## config.mk

```make
export PLATFORM = sky130hd
export DESIGN_NAME = supply_gpo_fault_logic
export DESIGN_NICKNAME = d
export VERILOG_FILES = /design/src/hw/supply_gpo_pkg.sv /design/src/hw/gpo_delay_filter.sv /design/src/hw/supply_gpo_fault_logic.sv
export VERILOG_INCLUDE_DIRS = /design/src /design/src/hw
export SDC_FILE = /design/constraint.sdc
export NUM_CORES = 1
export LEC_CHECK = 0
export ABC_CLOCK_PERIOD_IN_PS = 10640
export BUFFER_PORTS_ARGS = -buffer_cell sky130_fd_sc_hd__buf_2
export CAP_MARGIN = 20
export CORE_UTILIZATION = 29
export CTS_CLUSTER_SIZE = 25
export DETAILED_ROUTE_END_ITERATION = 8
export GPL_ROUTABILITY_DRIVEN = 0
export PLACE_DENSITY = 0.56
export SLEW_MARGIN = 5
export SYNTH_ARGS = -nofsm -noshare
export SYNTH_HDL_FRONTEND = slang
export SYNTH_SLANG_ARGS = --single-unit
```

## constraint.sdc

```tcl
create_clock -name i_clk -period 10.64 [get_ports i_clk]
set_clock_uncertainty 0.1 [all_clocks]
set_input_delay 1.064 -clock i_clk [delete_from_list [all_inputs] [get_ports i_clk]]
set_output_delay 1.064 -clock i_clk [all_outputs]
set_load 0.005 [all_outputs]
```

## src/hw/supply_gpo_defs.svh

```systemverilog
`ifndef SUPPLY_GPO_DEFS_SVH
`define SUPPLY_GPO_DEFS_SVH

`define REG_TIMEOUT_LIMIT 8'hE6
`define REG_PIN_CONFIG 8'hE7
`define NUM_CHANNELS 16
`define NUM_SEQ_CHANNELS 12
`define NUM_SENSORS 5
`define CH_SEL_SEQ_VOLT 6'h10
`define CH_SEL_VOLT 6'h20
`define CH_SEL_CURR 6'h22
`define CFG_SELECT_LSB 0
`define CFG_POLARITY_BIT 6
`define CFG_DRIVE_BIT 7
`define CFG_ON_DELAY_LSB 8
`define CFG_OFF_DELAY_LSB 12
`define CFG_MASK_LSB 16
`define CFG_WRITE_MASK 32'hFFFF_FFC7
`define CFG_RESET 32'h0000_0000
`define LIMIT_RESET 16'h0000
`define SPECIAL_FAULT_PAGE 4'h7
`define CLK_HZ 40000000
`define MS_UNIT 1
`define CYCLES_PER_MS (`CLK_HZ / 1000 * `MS_UNIT)

`endif

```

## src/hw/supply_gpo_pkg.sv

```systemverilog
package supply_gpo_pkg;

typedef enum logic [2:0] {
    FN_PWM = 3'h0,
    FN_FORCE_ON = 3'h1,
    FN_FORCE_OFF = 3'h2,
    FN_GOOD_AND = 3'h3,
    FN_ALARM_OR = 3'h4,
    FN_SPECIAL = 3'h5,
    FN_RSVD6 = 3'h6,
    FN_RSVD7 = 3'h7
} pin_function_e;

typedef struct packed {
    logic [15:0] good_input_channel_mask;
    logic [3:0] off_delay;
    logic [3:0] on_delay;
    logic drive_type_bit;
    logic polarity_bit;
    logic [2:0] zero_bits;
    logic [2:0] select;
} pin_config_s;

typedef struct packed {
    logic [7:0] addr;
    logic [31:0] wdata;
    logic wr;
} reg_write_s;

typedef struct packed {
    logic timeout_limit_exceeded;
    logic vout_summary;
    logic turn_on_timeout_flag;
    logic alert;
} timeout_status_s;

endpackage : supply_gpo_pkg

```

## src/hw/gpo_delay_filter.sv

```systemverilog
`timescale 1ns/10ps
`include "supply_gpo_defs.svh"
module gpo_delay_filter
    import supply_gpo_pkg::*;
(
    input wire logic i_clk,
    input wire logic i_rst_n,
    input wire logic i_ms_tick,
    input wire logic i_cond,
    input wire logic [3:0] i_on_code,
    input wire logic [3:0] i_off_code,
    output logic o_level
);

function automatic logic [11:0] delay_ms(input logic [3:0] code);
    logic [11:0] v;
    v = 12'h000;
    unique case (code)
        4'h0: v = 12'd0;
        4'h1: v = 12'd5;
        4'h2: v = 12'd10;
        4'h3: v = 12'd20;
        4'h4: v = 12'd40;
        4'h5: v = 12'd60;
        4'h6: v = 12'd80;
        4'h7: v = 12'd100;
        4'h8: v = 12'd200;
        4'h9: v = 12'd400;
        4'hA: v = 12'd600;
        4'hB: v = 12'd800;
        4'hC: v = 12'd1000;
        4'hD: v = 12'd1500;
        4'hE: v = 12'd2000;
        4'hF: v = 12'd4000;
    endcase
    return v;
endfunction : delay_ms

logic [11:0] ms_q;
logic prev_q;
logic [11:0] target;

assign target = i_cond ? delay_ms(i_on_code) : delay_ms(i_off_code);

always_ff @(posedge i_clk or negedge i_rst_n)
begin
    if (!i_rst_n)
        prev_q <= 1'b0;
    else
        prev_q <= i_cond;
end

// any input change restarts the wait
always_ff @(posedge i_clk or negedge i_rst_n)
begin
    if (!i_rst_n)
        ms_q <= 12'h000;
    else if (i_cond != prev_q || i_cond == o_level)
        ms_q <= 12'h000;
    else if (i_ms_tick && ms_q < target)
        ms_q <= ms_q + 12'h001;
end

always_ff @(posedge i_clk or negedge i_rst_n)
begin
    if (!i_rst_n)
        o_level <= 1'b0;
    else if (i_cond == prev_q && i_cond != o_level && ms_q >= target)
        o_level <= i_cond;
end

endmodule : gpo_delay_filter

```

## src/hw/supply_gpo_fault_logic.sv

```systemverilog
// Operation
// - overvoltage checked on 10h/20h channels
// - undervoltage armed only above power-good-on
// - overcurrent checked only on 22h
// - power-up timeout only during sequencing, 10h
// - overtemperature checked while sensor enabled
// - timeout counts milliseconds from group start
// - two-byte limit, zero disables check
// - timeout sets summary and turn-on flags
// - timeout triggers response; alert if enabled
// - code 101 special fault, page 7
// - bits 31:16: bit N+16 selects channel N
// - function 011 ANDs selected good inputs
// - function 100 ORs selected channel alarms
// - per-channel alarm chosen by fault settings
// - four-bit assertion delay table
// - four-bit deassertion delay table
// - bit 6 sets polarity
// - bit 7 selects push-pull or open-drain
// - bits 5:3 read as zero
// - delay restarts on any input change
`timescale 1ns/10ps
`include "supply_gpo_defs.svh"
module supply_gpo_fault_logic
    import supply_gpo_pkg::*;
#(
    parameter int CYCLES_PER_MS = `CYCLES_PER_MS
)
(
    input wire logic i_clk,
    input wire logic i_rst_n,
    input wire logic i_reg_wr,
    input wire logic [7:0] i_reg_addr,
    input wire logic [31:0] i_reg_wdata,
    output logic [31:0] o_reg_rdata,
    input wire logic [3:0] i_page,
    input wire logic [15:0] i_ch_sel_flat_lo,
    input wire logic [79:0] i_ch_sel_flat,
    input wire logic [15:0] i_ch_ov,
    input wire logic [15:0] i_ch_uv,
    input wire logic [15:0] i_ch_oc,
    input wire logic [15:0] i_ch_above_pg_on,
    input wire logic [15:0] i_ch_supply_off,
    input wire logic [15:0] i_supply_good,
    input wire logic [15:0] i_general_input,
    input wire logic [31:0] i_ch_alarm_config,
    input wire logic [15:0] i_ch_warn,
    input wire logic [4:0] i_sensor_enable,
    input wire logic [4:0] i_sensor_ot,
    input wire logic i_sequencing_group_a,
    input wire logic i_sequencing_group_b,
    input wire logic i_group_choice_bit,
    input wire logic i_power_on_seq,
    input wire logic i_start_event,
    input wire logic i_alert_enable,
    input wire logic i_status_clear,
    input wire logic i_margin_pwm,
    input wire logic i_special_fault_output,
    output logic [15:0] o_ov_fault,
    output logic [15:0] o_uv_fault,
    output logic [15:0] o_oc_fault,
    output logic [4:0] o_ot_fault,
    output logic o_vout_summary,
    output logic o_turn_on_timeout_flag,
    output logic o_fault_response,
    output logic o_alert_n,
    output logic o_pin_out,
    output logic o_pin_oe
);

// ch_sel_all joins i_ch_sel_flat and i_ch_sel_flat_lo: one 6-bit select per channel in 96 bits
logic [95:0] ch_sel_all;
assign ch_sel_all = {i_ch_sel_flat, i_ch_sel_flat_lo};

function automatic logic [5:0] ch_select(input logic [95:0] all,
                                         input int ch);
    return all[ch*6 +: 6];
endfunction : ch_select

function automatic logic is_volt(input logic [5:0] s);
    return (s == `CH_SEL_SEQ_VOLT) || (s == `CH_SEL_VOLT);
endfunction : is_volt

pin_config_s cfg_q;
logic [15:0] limit_q;
timeout_status_s stat_q;
logic [15:0] uv_armed_q;
logic [15:0] alarm_sel;
logic [15:0] fault_ov_d;
logic [15:0] fault_uv_d;
logic [15:0] fault_oc_d;
logic [15:0] seq_ch;
logic [4:0] fault_ot_d;
genvar g;

// registers: writes steer pin and timeout logic, reads show stored config or limit
always_ff @(posedge i_clk or negedge i_rst_n)
begin
    if (!i_rst_n)
        cfg_q <= `CFG_RESET;
    else if (i_reg_wr && i_reg_addr == `REG_PIN_CONFIG)
        cfg_q <= i_reg_wdata & `CFG_WRITE_MASK;
end

always_ff @(posedge i_clk or negedge i_rst_n)
begin
    if (!i_rst_n)
        limit_q <= `LIMIT_RESET;
    else if (i_reg_wr && i_reg_addr == `REG_TIMEOUT_LIMIT)
        limit_q <= i_reg_wdata[15:0];
end

always_ff @(posedge i_clk or negedge i_rst_n)
begin
    if (!i_rst_n)
        o_reg_rdata <= 32'h0000_0000;
    else if (i_reg_addr == `REG_PIN_CONFIG)
        o_reg_rdata <= cfg_q;
    else if (i_reg_addr == `REG_TIMEOUT_LIMIT)
        o_reg_rdata <= {16'h0000, limit_q};
    else
        o_reg_rdata <= 32'h0000_0000;
end

// per-channel fault qualification
generate
    for (g = 0; g < `NUM_CHANNELS; g++)
    begin : g_ch
        assign fault_ov_d[g] = is_volt(ch_select(ch_sel_all, g)) &
                               i_ch_ov[g];
        assign fault_uv_d[g] = is_volt(ch_select(ch_sel_all, g)) &
                               uv_armed_q[g] & i_ch_uv[g];
        assign fault_oc_d[g] = (ch_select(ch_sel_all, g) ==
                                `CH_SEL_CURR) & i_ch_oc[g];
        assign seq_ch[g] = (ch_select(ch_sel_all, g) ==
                            `CH_SEL_SEQ_VOLT);
        assign alarm_sel[g] = i_ch_alarm_config[g*2 +: 2] == 2'h0 ?
                              1'b0 :
                              i_ch_alarm_config[g*2 +: 2] == 2'h1 ?
                              i_ch_warn[g] :
                              i_ch_alarm_config[g*2 +: 2] == 2'h2 ?
                              (fault_ov_d[g] | fault_uv_d[g] |
                               fault_oc_d[g]) :
                              (i_ch_warn[g] | fault_ov_d[g] |
                               fault_uv_d[g] | fault_oc_d[g]);
    end
    for (g = 0; g < `NUM_SENSORS; g++)
    begin : g_ot
        assign fault_ot_d[g] = i_sensor_enable[g] & i_sensor_ot[g];
    end
endgenerate

always_ff @(posedge i_clk or negedge i_rst_n)
begin
    if (!i_rst_n)
        uv_armed_q <= 16'h0000;
    else
        uv_armed_q <= (uv_armed_q | i_ch_above_pg_on) & ~i_ch_supply_off;
end

always_ff @(posedge i_clk or negedge i_rst_n)
begin
    if (!i_rst_n)
    begin
        o_ov_fault <= 16'h0000;
        o_uv_fault <= 16'h0000;
        o_oc_fault <= 16'h0000;
        o_ot_fault <= 5'h00;
    end
    else
    begin
        o_ov_fault <= fault_ov_d;
        o_uv_fault <= fault_uv_d;
        o_oc_fault <= fault_oc_d;
        o_ot_fault <= fault_ot_d;
    end
end

// millisecond enable pulse
logic [15:0] div_q;
logic ms_tick_q;
always_ff @(posedge i_clk or negedge i_rst_n)
begin
    if (!i_rst_n)
    begin
        div_q <= 16'h0000;
        ms_tick_q <= 1'b0;
    end
    else if (div_q == 16'(CYCLES_PER_MS - 1))
    begin
        div_q <= 16'h0000;
        ms_tick_q <= 1'b1;
    end
    else
    begin
        div_q <= div_q + 16'h0001;
        ms_tick_q <= 1'b0;
    end
end

// start timeout
typedef enum logic [1:0] {T_IDLE, T_RUN, T_DONE} tmo_state_e;
tmo_state_e tmo_q;
logic [15:0] tmo_ms_q;
logic group_go;
logic page_seq;

assign group_go = i_group_choice_bit ? i_sequencing_group_b :
                  i_sequencing_group_a;
// only sequencing+voltage channel of this page
assign page_seq = seq_ch[i_page];

always_ff @(posedge i_clk or negedge i_rst_n)
begin
    if (!i_rst_n)
        tmo_q <= T_IDLE;
    else
        unique case (tmo_q)
            T_IDLE:
                if (group_go && i_power_on_seq && page_seq &&
                    limit_q != 16'h0000)
                    tmo_q <= T_RUN;
            T_RUN:
                if (!i_power_on_seq || limit_q == 16'h0000)
                    tmo_q <= T_IDLE;
                // event parks in done: a held group must not re-arm
                else if (i_start_event || (ms_tick_q &&
                         tmo_ms_q + 16'h0001 >= limit_q))
                    tmo_q <= T_DONE;
            T_DONE:
                if (!i_power_on_seq)
                    tmo_q <= T_IDLE;
        endcase
end

always_ff @(posedge i_clk or negedge i_rst_n)
begin
    if (!i_rst_n)
        tmo_ms_q <= 16'h0000;
    else if (tmo_q != T_RUN)
        tmo_ms_q <= 16'h0000;
    else if (ms_tick_q)
        tmo_ms_q <= tmo_ms_q + 16'h0001;
end

logic expire;
assign expire = (tmo_q == T_RUN) && !i_start_event && i_power_on_seq &&
                limit_q != 16'h0000 && ms_tick_q &&
                tmo_ms_q + 16'h0001 >= limit_q;

// sticky flags, set wins over clear
always_ff @(posedge i_clk or negedge i_rst_n)
begin
    if (!i_rst_n)
        stat_q <= '0;
    else if (expire)
    begin
        stat_q.timeout_limit_exceeded <= 1'b1;
        stat_q.vout_summary <= 1'b1;
        stat_q.turn_on_timeout_flag <= 1'b1;
        stat_q.alert <= stat_q.alert | i_alert_enable;
    end
    else if (i_status_clear)
        stat_q <= '0;
end

always_ff @(posedge i_clk or negedge i_rst_n)
begin
    if (!i_rst_n)
    begin
        o_vout_summary <= 1'b0;
        o_turn_on_timeout_flag <= 1'b0;
        o_alert_n <= 1'b1;
        o_fault_response <= 1'b0;
    end
    else
    begin
        o_vout_summary <= stat_q.vout_summary;
        o_turn_on_timeout_flag <= stat_q.turn_on_timeout_flag;
        o_alert_n <= ~stat_q.alert;
        o_fault_response <= expire;
    end
end

// pin function
logic good_and;
logic alarm_or;
logic combo;
logic filtered;
logic active;
logic level;

// mask bit N+16 selects channel N
assign good_and = &((i_supply_good | i_general_input) |
                    ~cfg_q.good_input_channel_mask);
assign alarm_or = |(alarm_sel & cfg_q.good_input_channel_mask);
assign combo = (cfg_q.select == FN_GOOD_AND) ? good_and : alarm_or;

gpo_delay_filter u_delay (
    .i_clk(i_clk),
    .i_rst_n(i_rst_n),
    .i_ms_tick(ms_tick_q),
    .i_cond(combo),
    .i_on_code(cfg_q.on_delay),
    .i_off_code(cfg_q.off_delay),
    .o_level(filtered)
);

always_comb
begin
    active = 1'b0;
    unique case (cfg_q.select)
        FN_PWM: active = i_margin_pwm;
        FN_FORCE_ON: active = 1'b1;
        FN_FORCE_OFF: active = 1'b0;
        FN_GOOD_AND: active = filtered;
        FN_ALARM_OR: active = filtered;
        // special output only on page 7
        FN_SPECIAL: active = (i_page == `SPECIAL_FAULT_PAGE) &
                             i_special_fault_output;
        // reserved codes hold the pin deasserted
        FN_RSVD6: active = 1'b0;
        FN_RSVD7: active = 1'b0;
    endcase
end

assign level = cfg_q.polarity_bit ? active : ~active;

always_ff @(posedge i_clk or negedge i_rst_n)
begin
    if (!i_rst_n)
    begin
        o_pin_out <= 1'b0;
        o_pin_oe <= 1'b0;
    end
    else if (cfg_q.drive_type_bit)
    begin
        o_pin_out <= 1'b0;
        o_pin_oe <= ~level;
    end
    else
    begin
        o_pin_out <= level;
        o_pin_oe <= 1'b1;
    end
end

endmodule : supply_gpo_fault_logic

```

==> flow_summary.ini <==
[run_status]
status = finished, final reports clean

[layout]
fin_nets = 1858
fin_cells = 1981
area_delta_synth_final_pct = 32.1
fillers = 3680
layout-drive-gt1-share_pct = 34.2
final_util_pct = 38.9
stdcell_area_mm2 = 0.0142

[clock_network]
path_clk_slew_ns = 0.05
htree_levels = 1
cts_setup_buffers = 0
clock_path_buffers = 3
cts_sinks = 202
cts_tree = done
cts_buffers = 26
ctsHoldBuffers = 0
cts_resized = 0
clk_latency_ns = 0.54
root_buffer = clkbuf_16

[sta]
tns_ns = 0
tightestPinTransition_ns = 0.906
setup-violations-final = 0
finalHoldViolCount = 0
max_slew_margin_pct = 39.4
period_needed_ns = 5.19
maxSlewViolCount = 0
max_freq_mhz = 193
grt_setup_unrepaired = false
holdWs_ns = 0.287
fin_ws_ns = 5.45
min_period_over_period_pct = 48.7

[synthesis]
synth_compound_area_share_pct = 8.76
syn-instance-count = 1076
synthFlopType = dfrtp_1
synth_fp_nets = 1442
async_flop_share_pct = 100
synth_top_family_by_area = simple AND/OR/NAND/NOR gates
yosys.cell_types.count = 67
ys_ff_latch = 202
synth_area_mm2 = 0.0108
yosys.area_share.xor_xnor_pct = 5.20
synth_top_cell_area_share_pct = 46.7
avgSynthCellArea_um2 = 10.0
synthTopCellsByCount = dfrtp_1, nand2_1, nor2_1, o21ai_0, ha_1
synth.largest_area_cell = dfrtp_1
synth_mux_area_share_pct = 7.81
synth.most_common_cell = dfrtp_1
synth_fa_ha_area_share_pct = 5.11
yosysSeqAreaShare_pct = 46.9
synth_edf_count = 0
yosysWarnings = 0
synth_area_leaders = dfrtp_1, ha_1, mux2_2, nand2_1, mux2i_1
synth-simple-area-share_pct = 23.7

[worst_setup_path]
r2r_end = u_delay.ms_q[1]$_DFFE_PN0P_
worst-r2r-setup-slack_ns = 5.81
cp.arrival_ns = 5.48
path_max_fanout = 25
crit_type = in -> reg
cp-end-kind = flop
rr_worst_depth = 15
r2r_start = uv_armed_q[6]$_DFF_PN0_
required_ns = 10.93
start_kind = input pin

[pwr]
p_leak_nw = 7.25
power_density_mw_per_mm2 = 138
peakVddDrop_mv = 0.0976
fin_total_pwr_mw = 1.96

[routing]
drt_iter0_markers = 520
ant_nets = 0
dr_total_vias = 9653
wl_per_cell_um = 18.6
first_pass_iters = 5
wl_um = 36800
drc_errors = 0
vias_per_cell = 4.87

[hold_path]
min_from = stat_q[2]$_DFFE_PN0P_
min_path_type = reg -> reg
holdPathStages = 0
worstHoldEndpoint = o_turn_on_timeout_flag$_DFF_PN0_

[global_routing]
grt_pass1_vias = 9718
gr-total-overflow = 0
grt_pass1_wl_um = 56300
grt_start_max_net_pins = 90
grtUsageTotal_pct = 19.2
antenna_found_initial = 6

[placed_design]
place_area_mm2 = 0.0133
dp_slack_ns = 4.81
place_hpwl_um = 29200
dp.cells = 1931
io_buffers = 412

[floorplan]
die_y_um = 195
rows = 70
die_w_um = 195
start_util_pct = 29.4
fp.dieArea_mm2 = 0.0379
pin_count = 413
core_mm2 = 0.0366

[job]
cap_violations = 0
## cells by family after synthesis
family | Yosys count
DFF | 202
and+or+nand+nor | 478
AOI/OAI and AO/OA | 144
adders and majority gates | 44
muxes | 78
xor gates and xnor gates | 64
buffers and inverters | 66
## how the worst max path moves through the flow
stage | startpoint | to | slack [ns] | cells past startpoint
floorplan | i_ch_sel_flat[50] | u_delay.ms_q[1]$_DFFE_PN0P_ | 5.79 | 15
global placement | i_ch_sel_flat[24] | u_delay.ms_q[1]$_DFFE_PN0P_ | 4.88 | 16
detailed placement | i_ch_sel_flat[24] | u_delay.ms_q[1]$_DFFE_PN0P_ | 4.81 | 16
CTS | i_ch_sel_flat[24] | u_delay.ms_q[1]$_DFFE_PN0P_ | 5.35 | 16
global route | i_ch_sel_flat[24] | u_delay.ms_q[3]$_DFFE_PN0P_ | 5.08 | 17
finish | i_ch_sel_flat[24] | u_delay.ms_q[1]$_DFFE_PN0P_ | 5.45 | 16
## power breakdown
| group | switching, mW | internal [mW] | total, mW | leakage, nW |
|---|---|---|---|---|
| clock | 0.342 | 0.565 | 0.906 | 0.430 |
| sequential | 0.0216 | 0.791 | 0.812 | 2.69 |
| combinational | 0.134 | 0.109 | 0.243 | 4.13 |
## registers in the layout, indices dropped and copies added (netlist names), 2 cells and up
register      count
o_reg_rdata      32
cfg_q            29
div_q            16
limit_q          16
o_oc_fault       16
o_ov_fault       16
o_uv_fault       16
tmo_ms_q         16
uv_armed_q       16
u_delay.ms_q     12
o_ot_fault        5
stat_q            2
tmo_q             2
## layout make-up
type                       count  area (um^2)  share of cell area, %
clock inverter                 8          125                  0.878
antenna                        2         5.00                 0.0351
clock buffer                  39          761                   5.34
multi-input combinational    808         5460                   38.3
inverter                      35          131                  0.922
tap                          468          586                   4.11
timing repair buffer         419         2120                   14.9
sequential                   202         5060                   35.5
## layer usage
layer / part of all wire, % / track usage, % / vias to the layer above / wire (um)
met2: 48 / 32.7 / 296 / 17500
met4: 2.0 / 4.75 / 8 / 748
met1: 44 / 24.5 / 4625 / 16200
met3: 6.3 / 4.62 / 58 / 2310
li1: - / - / 4666 / -
met5: 0.16 / 0 / - / 58
## worst max-delay path, stage by stage
cell       delay (ns)
buf_2            0.11
xnor2_1          0.21
nor4_1           0.08
o311ai_0         0.68
nand4_1          0.30
a2111oi_4        0.47
a31oi_4          0.11
buf_4            0.28
mux2_4           0.34
ha_1             0.31
nand4_1          0.17
a211oi_2         0.56
or3_1            0.28
mux2_2           0.36
nand2_1          0.07
mux2i_1          0.07
## placed cells by master (no fill, tap or decap), drive strengths merged, types with 4 or more instances in the layout
cell type and count:
o21ai 49, buf 417, nor3 27, or3 17
dfrtp 201, a21boi 4, or4 4, clkbuf 41
nand2b 7, mux2i 38, nor2 101, nand3 30
nor4 32, a31oi 5, o311ai 5, and2 46
xnor2 33, inv 35, nand3b 5, nor3b 8
a22oi 10, nor2b 13, ha 44, nor4b 4
and3 27, a21oi 34, nand2 102, nand4 19
a21o 9, mux2 40, and4 6, clkinv 4
nand4b 15, xor2 31, o211ai 7, or2 5
Note: power is estimated with default switching activity, not from simulation.
